<file path="config.mk">
export PLATFORM = sky130hd
export DESIGN_NAME = sfs_serial_fifo_status
export DESIGN_NICKNAME = d
export VERILOG_FILES = /design/src/logic/_unused_placeholder_removed.sv /design/src/common/sfs_pkg.sv /design/src/logic/sfs_serial_fifo_status.sv
export SDC_FILE = /design/constraint.sdc
export NUM_CORES = 1
export LEC_CHECK = 0
export ABC_AREA = 0
export BUFFER_PORTS_ARGS = -buffer_cell sky130_fd_sc_hd__buf_2
export CORE_MARGIN = 2
export CORE_UTILIZATION = 45
export CTS_BUF_LIST = sky130_fd_sc_hd__clkbuf_16
export CTS_CLUSTER_SIZE = 28
export DETAILED_ROUTE_END_ITERATION = 16
export GPL_ROUTABILITY_DRIVEN = 0
export PLACE_DENSITY_LB_ADDON = 0.08
export SLEW_MARGIN = 20
export SYNTH_ARGS = -nofsm -noshare
export SYNTH_HDL_FRONTEND = slang
export SYNTH_SLANG_ARGS = --single-unit
</file>
<file path="constraint.sdc">
create_clock -name sys_clk -period 0.8 [get_ports sys_clk]
set_input_delay 0.16 -clock sys_clk [delete_from_list [all_inputs] [get_ports sys_clk]]
set_output_delay 0.16 -clock sys_clk [all_outputs]
set_load 0.02 [all_outputs]
</file>
<file path="src/logic/_unused_placeholder_removed.sv">
// intentionally empty file holder
`timescale 1ns/1ns
`default_nettype none
`default_nettype wire

</file>
<file path="src/common/sfs_pkg.sv">
// constants shared by the serial fifo status and control block
`default_nettype none
package sfs_pkg;
	// register byte addresses
	localparam logic [31:0] FIFO_STATUS_ADDR    = 32'h5000107C;
	localparam logic [31:0] TX_FILL_LEVEL_ADDR  = 32'h50001080;
	localparam logic [31:0] RX_FILL_LEVEL_ADDR  = 32'h50001084;
	localparam logic [31:0] SOFT_RESET_ADDR     = 32'h50001088;
	localparam logic [31:0] SEND_REQ_SHADOW_ADDR = 32'h5000108C;
	localparam logic [31:0] IRQ_STATUS_ADDR     = 32'h500010C0;
	localparam logic [31:0] IRQ_MASK_ADDR       = 32'h500010C4;

	// fifo_status field positions
	localparam int RX_FULL_BIT      = 4;
	localparam int RX_NOT_EMPTY_BIT = 3;
	localparam int TX_EMPTY_BIT     = 2;
	localparam int TX_NOT_FULL_BIT  = 1;

	// field widths of the fill level registers
	localparam int TX_LEVEL_W = 6;
	localparam int RX_LEVEL_W = 16;

	// software_reset_control field positions
	localparam int TX_FLUSH_BIT   = 2;
	localparam int RX_FLUSH_BIT   = 1;
	localparam int SOFT_RESET_BIT = 0;

	// shadow_send_request field position
	localparam int SEND_REQ_BIT = 0;

	// interrupt status and mask field positions
	localparam int IRQ_W            = 4;
	localparam int IRQ_RX_FULL_BIT  = 0;
	localparam int IRQ_TX_EMPTY_BIT = 1;
	localparam int IRQ_RX_OVF_BIT   = 2;
	localparam int IRQ_TX_OVF_BIT   = 3;

	// reset values
	localparam logic             SEND_REQ_RST = 1'h0;
	localparam logic [IRQ_W-1:0] IRQ_MASK_RST = 4'h0;
	localparam logic [IRQ_W-1:0] IRQ_STAT_RST = 4'h0;

	// bus responses
	localparam logic [1:0] RESP_OKAY   = 2'h0;
	localparam logic [1:0] RESP_SLVERR = 2'h2;

	// default fifo depth
	localparam int FIFO_DEPTH_DEF = 16;
endpackage : sfs_pkg
`default_nettype wire

</file>
<file path="src/logic/sfs_serial_fifo_status.sv">
// fifo status, fill levels, soft reset and send request control
//
// Operation
// - status bit 4 reads 1 while the receive fifo is full, else 0, reset 0.
// - status bit 3 reads 1 while the receive fifo holds any entry.
// - status bit 2 reads 1 while the transmit fifo is empty, reset 1.
// - status bit 1 reads 1 while the transmit fifo has room, reset 1.
// - transmit level bits 5:0 show the transmit entry count, reset 0.
// - receive level bits 15:0 show the receive entry count, reset 0.
// - writing 1 to reset bit 2 empties the transmit fifo, self clearing.
// - writing 1 to reset bit 1 empties the receive fifo, self clearing.
// - writing 1 to reset bit 0 resets the controller async, release sync.
// - shadow send request bit 0 is the same state as the modem send bit.
// - without auto flow or loopback the send request pin is low exactly when set.
// - with auto flow and fifos on, fill above threshold forces it high.
// - in loopback the pin is held high and the bit is looped inside.
// - fifo enable switches fifos; clearing it after set flushes both.
// - loopback is chosen by the modem control loopback bit.
`timescale 1ns/1ns
`default_nettype none
module sfs_serial_fifo_status #(
	parameter int TX_DEPTH = sfs_pkg::FIFO_DEPTH_DEF,
	parameter int RX_DEPTH = sfs_pkg::FIFO_DEPTH_DEF
) (
	// clock and reset
	input  wire logic        sys_clk,
	input  wire logic        reset_n,
	// axi4-lite write address
	input  wire logic [31:0] s_axi_awaddr,
	input  wire logic        s_axi_awvalid,
	output var  logic        s_axi_awready,
	// axi4-lite write data
	input  wire logic [31:0] s_axi_wdata,
	input  wire logic [3:0]  s_axi_wstrb,
	input  wire logic        s_axi_wvalid,
	output var  logic        s_axi_wready,
	// axi4-lite write response
	output var  logic [1:0]  s_axi_bresp,
	output var  logic        s_axi_bvalid,
	input  wire logic        s_axi_bready,
	// axi4-lite read address
	input  wire logic [31:0] s_axi_araddr,
	input  wire logic        s_axi_arvalid,
	output var  logic        s_axi_arready,
	// axi4-lite read data
	output var  logic [31:0] s_axi_rdata,
	output var  logic [1:0]  s_axi_rresp,
	output var  logic        s_axi_rvalid,
	input  wire logic        s_axi_rready,
	// fifo traffic from the serial port
	input  wire logic        txPush,
	input  wire logic        txPop,
	input  wire logic        rxPush,
	input  wire logic        rxPop,
	// fifo_control and modem_control bits
	input  wire logic        fifoEnable,
	input  wire logic        ctlTxFlush,
	input  wire logic        ctlRxFlush,
	input  wire logic        autoFlowEnable,
	input  wire logic        loopbackEnable,
	input  wire logic        ctlSendReqWrite,
	input  wire logic        ctlSendReqData,
	input  wire logic        rxAboveThreshold,
	// controls to the serial port
	output var  logic        txFifoFlush,
	output var  logic        rxFifoFlush,
	output var  logic        controllerResetN,
	output var  logic        sendRequestBit,
	output var  logic        sendRequestN,
	output var  logic        loopSendRequest,
	output var  logic        irq
);
	localparam int TXC_W = $clog2(TX_DEPTH + 1);
	localparam int RXC_W = $clog2(RX_DEPTH + 1);
	localparam logic [TXC_W-1:0] TX_FULL_CNT = TXC_W'(TX_DEPTH);
	localparam logic [RXC_W-1:0] RX_FULL_CNT = RXC_W'(RX_DEPTH);

	// bus-side state, kept on reset_n so a soft reset never loses an answer; the two reset sync flops clear on ctrlArstN
	logic [31:0] awAddr_r;
	logic        awHeld_r;
	logic [31:0] wData_r;
	logic [3:0]  wStrb_r;
	logic        wHeld_r;
	logic        softResetReq_r;
	logic        rstSync1_r;
	logic        rstSync2_r;

	// controller state, reset by reset_n or soft reset
	logic [TXC_W-1:0] txCount_r;
	logic [TXC_W-1:0] txCount_nxt;
	logic [RXC_W-1:0] rxCount_r;
	logic [RXC_W-1:0] rxCount_nxt;
	logic             sendReq_r;
	logic             fifoEnPrev_r;
	logic [sfs_pkg::IRQ_W-1:0] irqStat_r;
	logic [sfs_pkg::IRQ_W-1:0] irqStat_nxt;
	logic [sfs_pkg::IRQ_W-1:0] irqMask_r;

	// write channel decode
	wire doWrite = awHeld_r && wHeld_r && !s_axi_bvalid;
	wire lane0   = wStrb_r[0];
	wire wrSoft  = doWrite && lane0
		&& (awAddr_r == sfs_pkg::SOFT_RESET_ADDR);
	wire wrShadow = doWrite && lane0
		&& (awAddr_r == sfs_pkg::SEND_REQ_SHADOW_ADDR);
	wire wrMask  = doWrite && lane0
		&& (awAddr_r == sfs_pkg::IRQ_MASK_ADDR);
	wire wrKnown = (awAddr_r == sfs_pkg::FIFO_STATUS_ADDR)
		|| (awAddr_r == sfs_pkg::TX_FILL_LEVEL_ADDR)
		|| (awAddr_r == sfs_pkg::RX_FILL_LEVEL_ADDR)
		|| (awAddr_r == sfs_pkg::SOFT_RESET_ADDR)
		|| (awAddr_r == sfs_pkg::SEND_REQ_SHADOW_ADDR)
		|| (awAddr_r == sfs_pkg::IRQ_STATUS_ADDR)
		|| (awAddr_r == sfs_pkg::IRQ_MASK_ADDR);

	// read channel decode
	wire doRead = s_axi_arvalid && s_axi_arready;
	wire rdStatus = s_axi_araddr == sfs_pkg::FIFO_STATUS_ADDR;
	wire rdTxLvl  = s_axi_araddr == sfs_pkg::TX_FILL_LEVEL_ADDR;
	wire rdRxLvl  = s_axi_araddr == sfs_pkg::RX_FILL_LEVEL_ADDR;
	wire rdSoft   = s_axi_araddr == sfs_pkg::SOFT_RESET_ADDR;
	wire rdShadow = s_axi_araddr == sfs_pkg::SEND_REQ_SHADOW_ADDR;
	wire rdIrqSt  = s_axi_araddr == sfs_pkg::IRQ_STATUS_ADDR;
	wire rdIrqMk  = s_axi_araddr == sfs_pkg::IRQ_MASK_ADDR;
	wire rdKnown  = rdStatus || rdTxLvl || rdRxLvl || rdSoft || rdShadow
		|| rdIrqSt || rdIrqMk;

	// fifo occupancy
	wire txFull  = txCount_r == TX_FULL_CNT;
	wire txEmpty = txCount_r == '0;
	wire rxFull  = rxCount_r == RX_FULL_CNT;
	wire rxEmpty = rxCount_r == '0;

	// fifo enable falling edge flushes both fifos
	wire fifoEnFall = fifoEnPrev_r && !fifoEnable;
	wire txFlushNow = ctlTxFlush || fifoEnFall
		|| (wrSoft && wData_r[sfs_pkg::TX_FLUSH_BIT]);
	wire rxFlushNow = ctlRxFlush || fifoEnFall
		|| (wrSoft && wData_r[sfs_pkg::RX_FLUSH_BIT]);

	wire txPushOk = txPush && !txFull;
	wire txPopOk  = txPop && !txEmpty;
	wire rxPushOk = rxPush && !rxFull;
	wire rxPopOk  = rxPop && !rxEmpty;

	always_comb begin
		txCount_nxt = txCount_r;
		if (txFlushNow) begin
			txCount_nxt = '0;
		end else if (txPushOk && !txPopOk) begin
			txCount_nxt = txCount_r + TXC_W'(1);
		end else if (txPopOk && !txPushOk) begin
			txCount_nxt = txCount_r - TXC_W'(1);
		end
	end

	always_comb begin
		rxCount_nxt = rxCount_r;
		if (rxFlushNow) begin
			rxCount_nxt = '0;
		end else if (rxPushOk && !rxPopOk) begin
			rxCount_nxt = rxCount_r + RXC_W'(1);
		end else if (rxPopOk && !rxPushOk) begin
			rxCount_nxt = rxCount_r - RXC_W'(1);
		end
	end

	// interrupt events, taken on the cycle the condition first appears
	wire rxFullEv  = (rxCount_nxt == RX_FULL_CNT) && !rxFull;
	wire txEmptyEv = (txCount_nxt == '0) && !txEmpty;
	wire rxOvfEv   = rxPush && rxFull && !rxPopOk;
	wire txOvfEv   = txPush && txFull && !txPopOk;
	wire [sfs_pkg::IRQ_W-1:0] irqEvents = {txOvfEv, rxOvfEv, txEmptyEv,
		rxFullEv};
	wire irqClear = doRead && rdIrqSt;

	// a new event beats the clear caused by reading the status
	always_comb begin
		irqStat_nxt = irqStat_r;
		if (irqClear) begin
			irqStat_nxt = '0;
		end
		irqStat_nxt = irqStat_nxt | irqEvents;
	end

	// status word seen by software
	wire [31:0] statusWord = 32'({rxFull, !rxEmpty, txEmpty, !txFull,
		1'h0});
	wire [31:0] txLvlWord = 32'(TX_LEVEL_VIEW(txCount_r));
	wire [31:0] rxLvlWord = 32'(RX_LEVEL_VIEW(rxCount_r));

	function automatic logic [sfs_pkg::TX_LEVEL_W-1:0] TX_LEVEL_VIEW(
		input logic [TXC_W-1:0] c);
		TX_LEVEL_VIEW = sfs_pkg::TX_LEVEL_W'(c);
	endfunction : TX_LEVEL_VIEW

	function automatic logic [sfs_pkg::RX_LEVEL_W-1:0] RX_LEVEL_VIEW(
		input logic [RXC_W-1:0] c);
		RX_LEVEL_VIEW = sfs_pkg::RX_LEVEL_W'(c);
	endfunction : RX_LEVEL_VIEW

	// write-only reset register and reserved bits read as zero
	wire [31:0] readWord =
		rdStatus ? statusWord :
		rdTxLvl  ? txLvlWord :
		rdRxLvl  ? rxLvlWord :
		rdShadow ? 32'(sendReq_r) :
		rdIrqSt  ? 32'(irqStat_r) :
		rdIrqMk  ? 32'(irqMask_r) :
		32'h00000000;

	// send request pin: loopback wins, then the threshold gate
	wire flowHold = autoFlowEnable && fifoEnable && rxAboveThreshold;
	wire sendReqN_nxt = loopbackEnable ? 1'h1 :
		flowHold ? 1'h1 :
		!sendReq_r;

	// controller reset: asserted at once, released through two flops
	wire ctrlArstN = reset_n && !softResetReq_r;

	always_ff @(posedge sys_clk or negedge ctrlArstN) begin
		if (!ctrlArstN) begin
			rstSync1_r <= 1'h0;
			rstSync2_r <= 1'h0;
		end else begin
			rstSync1_r <= 1'h1;
			rstSync2_r <= rstSync1_r;
		end
	end

	wire ctrlRstN = rstSync2_r;

	// soft reset request is a one-cycle pulse that clears itself
	always_ff @(posedge sys_clk or negedge reset_n) begin
		if (!reset_n) begin
			softResetReq_r <= 1'h0;
		end else begin
			softResetReq_r <= wrSoft
				&& wData_r[sfs_pkg::SOFT_RESET_BIT];
		end
	end

	// write address and data are taken in either order
	always_ff @(posedge sys_clk or negedge reset_n) begin
		if (!reset_n) begin
			awAddr_r <= 32'h00000000;
			awHeld_r <= 1'h0;
		end else if (s_axi_awvalid && s_axi_awready) begin
			awAddr_r <= s_axi_awaddr;
			awHeld_r <= 1'h1;
		end else if (doWrite) begin
			awHeld_r <= 1'h0;
		end
	end

	always_ff @(posedge sys_clk or negedge reset_n) begin
		if (!reset_n) begin
			wData_r <= 32'h00000000;
			wStrb_r <= 4'h0;
			wHeld_r <= 1'h0;
		end else if (s_axi_wvalid && s_axi_wready) begin
			wData_r <= s_axi_wdata;
			wStrb_r <= s_axi_wstrb;
			wHeld_r <= 1'h1;
		end else if (doWrite) begin
			wHeld_r <= 1'h0;
		end
	end

	always_ff @(posedge sys_clk or negedge reset_n) begin
		if (!reset_n) begin
			s_axi_awready <= 1'h1;
			s_axi_wready  <= 1'h1;
			s_axi_bvalid  <= 1'h0;
			s_axi_bresp   <= sfs_pkg::RESP_OKAY;
		end else begin
			if (s_axi_awvalid && s_axi_awready) begin
				s_axi_awready <= 1'h0;
			end
			if (s_axi_wvalid && s_axi_wready) begin
				s_axi_wready <= 1'h0;
			end
			if (doWrite) begin
				s_axi_bvalid <= 1'h1;
				s_axi_bresp  <= wrKnown ? sfs_pkg::RESP_OKAY
					: sfs_pkg::RESP_SLVERR;
			end else if (s_axi_bvalid && s_axi_bready) begin
				s_axi_bvalid  <= 1'h0;
				s_axi_awready <= 1'h1;
				s_axi_wready  <= 1'h1;
			end
		end
	end

	// read channel: one read at a time, answer one cycle after address
	always_ff @(posedge sys_clk or negedge reset_n) begin
		if (!reset_n) begin
			s_axi_arready <= 1'h1;
			s_axi_rvalid  <= 1'h0;
			s_axi_rdata   <= 32'h00000000;
			s_axi_rresp   <= sfs_pkg::RESP_OKAY;
		end else if (doRead) begin
			s_axi_arready <= 1'h0;
			s_axi_rvalid  <= 1'h1;
			s_axi_rdata   <= readWord;
			s_axi_rresp   <= rdKnown ? sfs_pkg::RESP_OKAY
				: sfs_pkg::RESP_SLVERR;
		end else if (s_axi_rvalid && s_axi_rready) begin
			s_axi_arready <= 1'h1;
			s_axi_rvalid  <= 1'h0;
		end
	end

	// controller state; modem control and shadow writes share one bit
	always_ff @(posedge sys_clk or negedge ctrlRstN) begin
		if (!ctrlRstN) begin
			txCount_r    <= '0;
			rxCount_r    <= '0;
			fifoEnPrev_r <= 1'h0;
			sendReq_r    <= sfs_pkg::SEND_REQ_RST;
			irqStat_r    <= sfs_pkg::IRQ_STAT_RST;
			irqMask_r    <= sfs_pkg::IRQ_MASK_RST;
		end else begin
			txCount_r    <= txCount_nxt;
			rxCount_r    <= rxCount_nxt;
			fifoEnPrev_r <= fifoEnable;
			irqStat_r    <= irqStat_nxt;
			if (wrShadow) begin
				sendReq_r <= wData_r[sfs_pkg::SEND_REQ_BIT];
			end else if (ctlSendReqWrite) begin
				sendReq_r <= ctlSendReqData;
			end
			if (wrMask) begin
				irqMask_r <= wData_r[sfs_pkg::IRQ_W-1:0];
			end
		end
	end

	// registered outputs toward the serial port
	always_ff @(posedge sys_clk or negedge ctrlRstN) begin
		if (!ctrlRstN) begin
			txFifoFlush     <= 1'h0;
			rxFifoFlush     <= 1'h0;
			sendRequestBit  <= sfs_pkg::SEND_REQ_RST;
			sendRequestN    <= 1'h1;
			loopSendRequest <= 1'h0;
			irq             <= 1'h0;
		end else begin
			txFifoFlush     <= txFlushNow;
			rxFifoFlush     <= rxFlushNow;
			sendRequestBit  <= sendReq_r;
			sendRequestN    <= sendReqN_nxt;
			loopSendRequest <= loopbackEnable && sendReq_r;
			irq             <= |(irqStat_nxt & irqMask_r);
		end
	end

	// controller reset seen by the rest of the port: asserted at once, released one cycle after ctrlRstN
	always_ff @(posedge sys_clk or negedge ctrlArstN) begin
		if (!ctrlArstN) begin
			controllerResetN <= 1'h0;
		end else begin
			controllerResetN <= ctrlRstN;
		end
	end
endmodule : sfs_serial_fifo_status
`default_nettype wire

</file>
### Yosys cells after proc, flatten, opt, wreduce, memory -nomap -nowiden

Index checks and enable logic that the tools add are counted.

| word-level totals | value |
|---|---|
| logic and storage cells | 157 |
| bits of input ports | 119 |
| output and inout port bits | 48 |
| flip-flop bits (word level) | 110 |

| operators by class | value |
|---|---|
| mux-type cells | 34 |
| reduce and logical (&&, ||, !) cells | 71 |
| equality and inequality tests | 17 |
| add/subtract/negate cells | 4 |
| bitwise logic cells | 2 |

Operators by type and width:

| kind | number |
|---|---|
| equality test 32 x 31 -> 1 bit (second input constant) | 14 |
| 2-to-1 mux 5 bit | 9 |
| logical AND 1 bit | 34 |
| 2-to-1 mux 1 bit | 19 |
| logical OR 1 bit | 16 |
| 2-to-1 mux 4 bit | 4 |
| equality test 5 bit (second input constant) | 3 |
| zero test 5 bit | 3 |
| zero test 1 bit | 12 |
| adder 5 x 1 -> 5 bit (second input constant) | 2 |
| nonzero test 2 bit | 5 |
| subtractor 5 x 1 -> 5 bit (second input constant) | 2 |
| AND 4 bit | 1 |
| 2-to-1 mux 2 bit | 2 |
| bitwise OR 4 bit | 1 |
| OR reduction 4 bit | 1 |

### Depth between registers and ports, before layout

Gate-level depths: netlist (run 1).

| logic depth | value |
|---|---|
| depth after elaboration | 13 |
| depth in mapped cells | 9 |
| gate-level depth less buffers | 8 |

### Worst setup path after synthesis (run 1)

No wires, ideal clock.

| path | value |
|---|---|
| kind | reg-to-reg |
| from | register rxCount_r[1] |
| to | register irq |
| arrival | 1.965 ns |
| stages on the path, launching flop included | 10 |
| period minus slack after synthesis | 2.055 ns |
| library setup time | 0.090 ns |
| slack | -1.255 ns |
| path buffers | 1 |
| required time | 0.710 ns |
| cells stage by stage | dfrtp_1 -> clkbuf_1 -> inv_1 -> ha_1 -> or4b_1 -> o21ai_1 -> o21ai_1 -> nor3b_1 -> nand4_1 -> o2111ai_1 |

| on the way | value |
|---|---|
| longest elaborated chain between the ends | 13 |
| elaborated cells on any way between the ends | 22 |
| those cells by class | add/sub: 2; eq/ne: 2; mux: 3; bitwise: 2; reduce/logical: 13 |

Ends and longest elaborated chain:

| item | line | RTL |
|---|---|---|
| start: declaration | sfs_serial_fifo_status.sv:91 | `logic [RXC_W-1:0] rxCount_r;` |
| start signal: assignment | sfs_serial_fifo_status.sv:325 | `rxCount_r <= rxCount_nxt;` |
| parallel branches: the longest is 10 deep, another holds subtractor 5 x 1 -> 5 bit | -- |  |
| bitwise OR 4 bit * | sfs_serial_fifo_status.sv:183 | `irqStat_nxt = irqStat_nxt \| irqEvents;` |
| AND 4 bit * | sfs_serial_fifo_status.sv:354 | `irq <= \|(irqStat_nxt & irqMask_r);` |
| OR reduction 4 bit * | sfs_serial_fifo_status.sv:354 |  |
| end signal: assignment | sfs_serial_fifo_status.sv:354 |  |
| end: declaration | sfs_serial_fifo_status.sv:71 | `output var logic irq` |

Every way passes the cells marked *.
A chain may end at the register's enable or synchronous reset.

### Worst setup path in the final report (run 1)

Ends and elaborated chain as after synthesis.

==> results of run 1 <==
[cell families after synthesis]
logic type | share of synthesized area
and+or+nand+nor | 0.1946
adders and majority gates | 0.01160
other | 0.001740
AOI/OAI and AO/OA | 0.09974
xor gates and xnor gates | 0.008120
muxes | 0.1340
DFF | 0.4709
buffers and inverters | 0.07944
[flip-flops by register name, indices dropped and copies added (netlist names), 4 cells and up]
register / flops
s_axi_rdata: 5
wData_r: 4
txCount_r: 5
awAddr_r: 32
irqMask_r: 4
rxCount_r: 5
irqStat_r: 4
[final cells by class]
cell class,count,area share
clock buffers,9,0.03356
clock inverters,7,0.01324
inverters,13,0.007644
multi-input cells,296,0.3652
flip-flops and latches,81,0.3037
well taps,129,0.02405
repair buffers,217,0.2526
[worst paths after layout]
path                                              end  slack [ns]  cells past startpoint
max                                     irq$_DFF_PN0_       -1.27                      8
min                          s_axi_rvalid$_DFFE_PN0P_        0.02                      2
max reg2reg                             irq$_DFF_PN0_       -1.27                      8
min reg2reg                controllerResetN$_DFF_PN0_        0.21                      1
max in group asynchronous     s_axi_awready$_DFF_PN1_        0.09                      3
min in group asynchronous  controllerResetN$_DFF_PN0_        0.21                      1
[power by group through the flow]
stage	combinational [mW]	clock, mW	sequential (mW)
2_1_floorplan	3.25	0	6.16
3_3_place_gp	5.26	0	6.03
3_5_place_dp	5.36	0	6.10
4_1_cts	6.20	4.46	6.08
5_1_grt	7.09	4.61	6.34
6_report	6.53	4.38	6.19
[routing by layer]
metal / up-vias / wire length (um) / track usage
met3: 13 / 517 / 0.05198
met4: 0 / 143 / 0.06769
met1: 1838 / 4660 / 0.2590
met5: - / 0 / 0
met2: 89 / 6177 / 0.4170
li1: 1836 / - / -
[metrics by stage]
stage | worst slack [ns] | utilization
floorplan | -1.148 | -
global placement | -1.186 | 0.6137
detailed placement | -1.283 | 0.6137
CTS | -1.214 | 0.7028
global route | -1.326 | 0.7229
finish | -1.269 | 0.7229
[worst max-delay path, delay by kind of cell, from the launching register on]
kind,cells,cell delay (ns)
compound gates,3,0.42
fa+ha+maj,1,0.15
buf+inv,1,0.07
flops,1,0.41
simple gates,3,0.93
[synthesized netlist by cell type (3+ instances only)]
| cell type | count |
|---|---|
| o21ai_0 | 12 |
| xor2_1 | 3 |
| mux4_2 | 3 |
| a31oi_1 | 7 |
| nor4b_1 | 6 |
| nand4b_1 | 4 |
| buf_1 | 3 |
| nor3_1 | 6 |
| o21ai_1 | 11 |
| and2_1 | 5 |
| clkbuf_1 | 9 |
| a211oi_1 | 7 |
| and3_1 | 3 |
| mux2i_1 | 6 |
| nand2_1 | 30 |
| buf_2 | 4 |
| mux2_2 | 37 |
| nor2b_1 | 10 |
| a21o_1 | 4 |
| dfrtp_1 | 77 |
| nand4bb_1 | 3 |
| nand2b_1 | 4 |
| inv_1 | 13 |
| a22oi_1 | 6 |
| nor4_1 | 8 |
| nor2_1 | 28 |
| ha_1 | 4 |
| mux2_1 | 3 |
| a21oi_1 | 4 |
| nand4_1 | 4 |
| buf_4 | 29 |
| nand3_1 | 10 |
| dfstp_2 | 4 |
| nand3b_1 | 3 |
| nor3b_1 | 5 |
[what timing repair did]
action / in CTS / in global routing
pin swaps: 20 / 18
cloned: 3 / 0
hold buffers: 1 / 1
buffers inserted: 16 / 8
gates resized for setup: 85 / 39
endpoints found under the setup margin: 93 / 94
hold endpoints to repair: 52 / 1
==> summary.txt, run 1 <==
CTS root buf = clkbuf_16
Max Slew Vio Count = 0
drt drc = 0
Synth area leader = dfrtp_1
Final Cell Area = 6711 um^2
max cap viols = 0
# H-tree levels = 3
slowest stage delay, CP = 0.51 ns
Hold Crit Start = s_axi_rready
Antenna Diode Count = 0
Die Wd = 101.9 um
CTS Buffer Depth = 2
syn avg cell area = 10.58 um^2
synth warn = 0
initial DRC count = 103
Psw = 5.229 mW
cell internal pwr = 11.87 mW
Worst Path Required = 1.04 ns
top cells by area, synth = dfrtp_1 45%, mux2_2 9.7%, buf_4 5.0%, nand2_1 2.6%, dfstp_2 2.4%
Synth Register Bits = 81
Sw Ratio = 0.3058
final critical-path share of the clock period = 2.587
leakage = 3.196 nW
detailed placement HPWL = 7985 um
Final #Nets = 741
Rows = 35
most frequent cells in the layout = 82 x buf_2, 81 x buf_4, 72 x dfrtp_1, 45 x buf_6, 35 x mux2_2
Sequential Area = 2038 um^2
crit path from = rxCount_r[1]$_DFF_PN0_
failing checks = negative setup slack
Clk network pwr share = 0.256
Max Clock Skew = 0.007228 ns
drt via density = 5.021
DP Area = 5698 um^2
Boundary Pins = 167
layout cells sized above 1 = 0.5634
logic gate share of total power = 0.382
routed vias = 3776
crit-path cells = inv_4, ha_4, or4b_4, o21ai_2, o21ai_1, nor3b_2, nand4_1, o2111ai_2
CP Data Arrival Time = 2.31 ns
critical path launch point type = register
initial core utilization = 0.4648
unrepaired setup endpoints after global routing = true
DR WL/cell = 15.29 um
Die Height = 101.9 um
total power = 17.10 mW
Hold Slack = 0.01960 ns
final setup vio count = 93
DR pass1 iterations = 4
GR Util All Layers = 0.2254
Core Area = 9284 um^2
critical path endpoint category = register
final setup margin = -1.269 ns
Seq/Total Area, Yosys = 0.4709
minimum clock period = 2.069 ns
total CTS buffers = 9
Slew headroom = 0.6312
Hold Vio Cnt, Final = 0
Post-synth EDFFs = 0
Critical-path top delay cell = or4b_4
synth unique cells = 59
worst r2r src = rxCount_r[1]$_DFF_PN0_
first-pass GRT wire length = 18360 um
Fin Setup TNS = -48.59 ns
status = finished, violations left
Least-Margin Pin Slew = 0.5518 ns
total die area = 10390 um^2
placed cell count = 713
worst min path class = in -> reg
Layout Cells excl Fill = 752
Setup CP Type = reg -> reg
filler instances = 728
Netlist Area Pre-Place = 4315 um^2
Crit Path Max Fanout = 5
final wirelength = 11500 um
Routed Antenna Nets = 0
largest net degree at the start of global routing = 27
clock sinks = 81
initial antenna violation count = 0
ys flop type = dfrtp_1
footprint of the multi-input gates = 2451 um^2
sequential power share = 0.362
vias in the first global route = 3954
gr ovfl total = 0
Worst VDD drop = 1864 uV
Reg clk slew, reported paths = 0.06 ns
Synth top area share = 0.4465
PwrDens = 2548 nW/um^2
CTS tree = yes
I/O Buffers = 106
post-synthesis instance total = 408
Synth async-reset ratio = 1.000
most common cell after layout, fill and taps aside = buf_2
synthesis-to-finish area growth = 55.52%
Fmax = 483.3 MHz
Worst-Skew Late Latency = 0.33 ns
Note: power is estimated with default switching activity, not from simulation.
==> inputs of run 2 (changes only) <==
- CORE_UTILIZATION: 45 -> 50
- REMOVE_ABC_BUFFERS: default -> 1
- clock period: 0.8 -> 2.7 ns (I/O delays scaled with it)
==> run 2 against run 1 <==
Critical endpoint unchanged; sequential cell count did not move; highest routed layer unchanged; routed wire length down 21%; clock-buffer cell count is the same; the flow now finishes without violations.
==> summary.txt, run 2 (synthesis results as in run 1) <==
max reg flops = 32 (unchanged)
Fin Setup TNS = 0 ns (+48.59 ns)
leakage = 2.444 nW (-24%)
Hold Vio Cnt, Final = 0 (unchanged)
post-CTS setup buffers = 0 (-16)
crit path from = rxCount_r[1]$_DFF_PN0_
initial antenna violation count = 0 (unchanged)
minimum clock period = 2.388 ns (+0.3189 ns)
status = finished clean
Reg with most FFs = awAddr_r
critical path endpoint category = register
worst min path class = reg -> async
initial DRC count = 175 (+70%)
crit path to = irq$_DFF_PN0_
Worst Path Required = 2.93 ns (+1.89 ns)
post-cts resize count = 0 (-100%)
synthesis-to-finish area growth = 19.28%
final wirelength = 9052 um (-21%)
CTS root buf = clkbuf_16
GR Util All Layers = 0.2019 (-0.02349)
max cap viols = 0 (unchanged)
Crit Path Max Fanout = 9 (+4)
total CTS buffers = 9 (unchanged)
flop2flop setup slack = 0.31 ns (+1.58 ns)
initial core utilization = 0.5200 (+0.05515)
CTS Buffer Depth = 2 (unchanged)
CP Data Arrival Time = 2.62 ns (+0.31 ns)
largest net degree at the start of global routing = 38 (+41%)
most common cell after layout, fill and taps aside = buf_2
Max Clock Skew = 0.004584 ns (-0.002644 ns)
DR pass1 iterations = 4 (unchanged)
layout cells sized above 1 = 0.3398 (-0.2236)
vias in the first global route = 3460 (-12%)
crit-path most repeated cell = o21ai_1
Setup CP Type = reg -> reg
Reg clk slew, reported paths = 0.06 ns (about the same)
DR WL/cell = 14.53 um (-5.0%)
Least-Margin Pin Slew = 0.8244 ns (+0.2725 ns)
Final #Nets = 636 (-14%)
Routed Antenna Nets = 0 (unchanged)
PwrDens = 818.6 nW/um^2 (-68%)
Critical-path top delay cell = or4b_1
Die Wd = 96.90 um (-4.9%)
drt via density = 5.382 (+7.2%)
Slew headroom = 0.4504 (-0.1808)
Rows = 33 (-5.7%)
final setup vio count = 0 (-100%)
Antenna Diode Count = 0 (unchanged)
Worst-Skew Late Latency = 0.33 ns (about the same)
first-pass GRT wire length = 15590 um (-15%)
total die area = 9390 um^2 (-9.6%)
Fmax = 418.7 MHz (-13%)
Core Area = 8299 um^2 (-11%)
routed vias = 3353 (-11%)
Die Height = 96.90 um (-4.9%)
detailed placement HPWL = 6881 um (-14%)
crit-path cells = inv_1, ha_1, or4b_1, o21ai_1, o21ai_1, nor3b_1, nand4_1, o2111ai_1
I/O Buffers = 106 (unchanged)
# H-tree levels = 3 (unchanged)
final critical-path share of the clock period = 0.8845 (-1.702)
Max Slew Vio Count = 0 (unchanged)
drt drc = 0 (unchanged)
Boundary Pins = 167 (unchanged)
unrepaired setup endpoints after global routing = false
gr ovfl total = 0 (unchanged)
critical path launch point type = register
slowest stage delay, CP = 0.57 ns (+0.06 ns)
Worst VDD drop = 447.8 uV (-76%)
CTS tree = yes
clock sinks = 81 (unchanged)
Hold Slack = 0.1807 ns (+0.1611 ns)
worst r2r src = rxCount_r[1]$_DFF_PN0_
worst r2r dst = irq$_DFF_PN0_
CTS Hold Bufs = 0 (-1)
Worst Reg-to-Reg Cells = 8 (unchanged)
most frequent cells in the layout = 106 x buf_2, 77 x dfrtp_1, 37 x mux2_2, 30 x nand2_1, 30 x conb_1
[run 2: layout make-up]
cell class	count	area, um^2
fill	734	3152
multi-input combinational	296	2046
sequential	81	2032
timing repair buffer	112	575.6
clock buffer	9	225.2
tap	105	131.4
clock inverter	7	88.84
inverter	13	48.80
[run 2: worst min path at each step]
stage / start / endpoint / slack [ns] / cells past startpoint
2_1_floorplan: softResetReq_r$_DFF_PN0_ / controllerResetN$_DFF_PN0_ / 0.18 / 1
5_1_grt: ctrlRstN$_DFF_PN0_ / txCount_r[3]$_DFF_PN0_ / 0.24 / 0
6_report: ctrlRstN$_DFF_PN0_ / txCount_r[4]$_DFF_PN0_ / 0.18 / 0
3_3_place_gp: ctrlRstN$_DFF_PN0_ / irq$_DFF_PN0_ / 0.19 / 0
3_5_place_dp: ctrlRstN$_DFF_PN0_ / sendRequestBit$_DFF_PN0_ / 0.19 / 0
4_1_cts: ctrlRstN$_DFF_PN0_ / irq$_DFF_PN0_ / 0.21 / 0
[run 2: worst max-delay path: cells and delay by family (launching register included)]
family / cells / cell delay [ns]
adder cells (fa/ha/maj): 1 / 0.23
AO/OA/AOI/OAI: 3 / 0.49
AND/OR/NAND/NOR: 3 / 1.00
buffers and inverters: 1 / 0.12
flip-flops: 1 / 0.48
[run 2: where the power goes]
group / switching, mW / internal, mW
clock network: 0.461 / 0.802
logic: 0.552 / 0.575
registers: 0.247 / 1.58
[run 2: per-layer routing]
metal | wire [um] | vias to the layer above | track usage
li1 | - | 1631 | -
met1 | 3878 | 1587 | 0.2424
met2 | 4447 | 129 | 0.3472
met3 | 658 | 6 | 0.06358
met4 | 68 | 0 | 0.06176
met5 | 0 | - | 0
[run 2: metrics by stage]
step	cells	worst slack (ns)	cell area [um^2]	utilization	total power, mW
floorplan	390	0.6643	4126	-	2.611
global placement	607	0.3445	4833	0.5824	2.909
detailed placement	607	0.2898	4833	0.5824	2.969
CTS	623	0.3070	5147	0.6202	4.259
global route	623	0.1148	5147	0.6202	4.496
finish	623	0.3118	5147	0.6202	4.214
==> inputs of run 3 (changes only) <==
- ABC_AREA: 0 -> default
- PLACE_DENSITY: default -> 0.82
- PLACE_DENSITY_LB_ADDON: 0.08 -> default
==> run 3 against run 2 <==
Die area unchanged; highest routed layer unchanged; largest power group unchanged; final cell count did not move; register-to-register slack worse by 0.03 ns; critical path depth stayed put; combinational power barely moved; sequential share of layout area increased by 0.21 points; power is 2.7% lower; via count is 1.5% higher; clock skew rose by 0.0038 ns; clock-buffer cell count unchanged; core utilization is 0.33 points lower.
==> summary.txt, run 3 (synthesis results as in run 1) <==
Final #Nets = 636 (unchanged)
CTS Hold Bufs = 0 (unchanged)
DR WL/cell = 14.72 um (+1.3%)
post-cts resize count = 0 (unchanged)
Max Clock Skew = 0.008359 ns (+0.003775 ns)
Reg clk slew, reported paths = 0.06 ns (about the same)
clock sinks = 81 (unchanged)
Setup CP Type = reg -> reg
I/O Buffers = 106 (unchanged)
minimum clock period = 2.419 ns (+0.03123 ns)
Fmax = 413.3 MHz (-1.3%)
final critical-path share of the clock period = 0.8961 (+0.01157)
layout cells sized above 1 = 0.3417 (+0.001931)
final wirelength = 9168 um (+1.3%)
crit-path cells = inv_1, ha_1, or3b_1, a211oi_1, o21ai_0, a211oi_2, nand3_1, o2111ai_1
# H-tree levels = 3 (unchanged)
Worst VDD drop = 657.6 uV (+47%)
CTS tree = yes
vias in the first global route = 3368 (-2.7%)
Die Height = 96.90 um (unchanged)
Rows = 33 (unchanged)
most common cell after layout, fill and taps aside = buf_2
worst r2r src = txCount_r[1]$_DFF_PN0_
Slew headroom = 0.5159 (+0.06551)
Crit Path Max Fanout = 7 (-2)
detailed placement HPWL = 7244 um (+5.3%)
Worst Path Required = 2.94 ns (about the same)
final setup margin = 0.2806 ns (-0.03123 ns)
Boundary Pins = 167 (unchanged)
gr ovfl total = 0 (unchanged)
worst min path class = reg -> async
Core Area = 8299 um^2 (unchanged)
flop2flop setup slack = 0.28 ns (-0.03 ns)
synthesis-to-finish area growth = 18.64%
largest net degree at the start of global routing = 34 (-11%)
initial DRC count = 170 (-2.9%)
post-CTS setup buffers = 0 (unchanged)
max cap viols = 0 (unchanged)
total die area = 9390 um^2 (unchanged)
total CTS buffers = 9 (unchanged)
drt drc = 0 (unchanged)
Fin Setup TNS = 0 ns (unchanged)
Antenna Diode Count = 0 (unchanged)
DR pass1 iterations = 4 (unchanged)
unrepaired setup endpoints after global routing = false
initial core utilization = 0.5200 (unchanged)
GR Util All Layers = 0.1987 (-0.003244)
CTS root buf = clkbuf_16
drt via density = 5.461 (+1.5%)
worst r2r dst = irq$_DFF_PN0_
Least-Margin Pin Slew = 0.7261 ns (-0.09826 ns)
final setup vio count = 0 (unchanged)
first-pass GRT wire length = 15300 um (-1.8%)
Worst-Skew Late Latency = 0.33 ns (about the same)
routed vias = 3402 (+1.5%)
CP Data Arrival Time = 2.65 ns (+0.03 ns)
slowest stage delay, CP = 0.44 ns (-0.13 ns)
critical path endpoint category = register
critical path launch point type = register
status = finished clean
most frequent cells in the layout = 106 x buf_2, 77 x dfrtp_1, 37 x mux2_2, 30 x nand2_1, 30 x conb_1
Max Slew Vio Count = 0 (unchanged)
CTS Buffer Depth = 2 (unchanged)
Die Wd = 96.90 um (unchanged)
Hold Vio Cnt, Final = 0 (unchanged)
Reg with most FFs = awAddr_r
max reg flops = 32 (unchanged)
initial antenna violation count = 0 (unchanged)
PwrDens = 800.5 nW/um^2 (-2.2%)
Critical-path top delay cell = dfrtp_1
Worst Reg-to-Reg Cells = 8 (unchanged)
pre-CTS WS = 0.3182 ns (+0.02833 ns)
leakage = 2.428 nW (-0.64%)
Routed Antenna Nets = 0 (unchanged)
-- run 3: changes by cell type in the layout (fill, tap and decap cells not counted) --
cell / before / now
clkinv_1: 0 / 1
inv_6: 0 / 3
inv_1: 15 / 13
clkinvlp_4: 1 / 0
clkinv_2: 1 / 0
bufinv_16: 2 / 0
inv_8: 0 / 2
-- run 3: through the flow --
stage                     hold WS, ns  cells  utilization  area, um^2  power, mW
after detailed placement       0.2114    607       0.5824        4833      2.974
final                          0.2067    623       0.6169        5120      4.098
after global routing           0.2451    623       0.6169        5120      4.345
after floorplan                0.1788    390            -        4126      2.611
after CTS                      0.2174    623       0.6169        5120      4.138
after global placement         0.2045    607       0.5824        4833      2.892
-- run 3: how the worst max path moves through the flow --
| stage | startpoint | end | slack [ns] |
|---|---|---|---|
| 3_5_place_dp | txCount_r[1]$_DFF_PN0_ | irq$_DFF_PN0_ | 0.32 |
| 3_3_place_gp | rxCount_r[1]$_DFF_PN0_ | irq$_DFF_PN0_ | 0.41 |
| 4_1_cts | txCount_r[1]$_DFF_PN0_ | irq$_DFF_PN0_ | 0.28 |
| 2_1_floorplan | txCount_r[0]$_DFF_PN0_ | irq$_DFF_PN0_ | 0.66 |
| 5_1_grt | txCount_r[1]$_DFF_PN0_ | irq$_DFF_PN0_ | 0.12 |
| 6_report | txCount_r[1]$_DFF_PN0_ | irq$_DFF_PN0_ | 0.28 |
-- run 3: critical path: cells and delay by family (launching register included) --
kind            cells  cell delay, ns
compound gates      4            0.95
fa+ha+maj           1            0.26
buf+inv             1            0.11
flops               1            0.44
simple gates        2            0.56
-- run 3: area by class of cell --
type	instances	area, um^2
Inverter	13	48.80
Tap cell	105	131.4
Timing Repair Buffer	112	575.6
Clock inverter	7	61.31
Fill cell	707	3179
Multi-Input combinational cell	296	2046
Clock buffer	9	225.2
Sequential cell	81	2032
-- run 3: power breakdown --
part	total (mW)	leakage (nW)	switching [mW]	internal, mW
logic	1.13	1.29	0.550	0.575
clock network	1.15	0.142	0.509	0.644
registers	1.82	0.994	0.245	1.58
-- run 3: per-layer routing --
metal / routed length, um / GRT usage
met1: 3475 / 0.2265
met5: 0 / 0
met2: 4792 / 0.3494
met3: 821 / 0.07587
met4: 78 / 0.05309
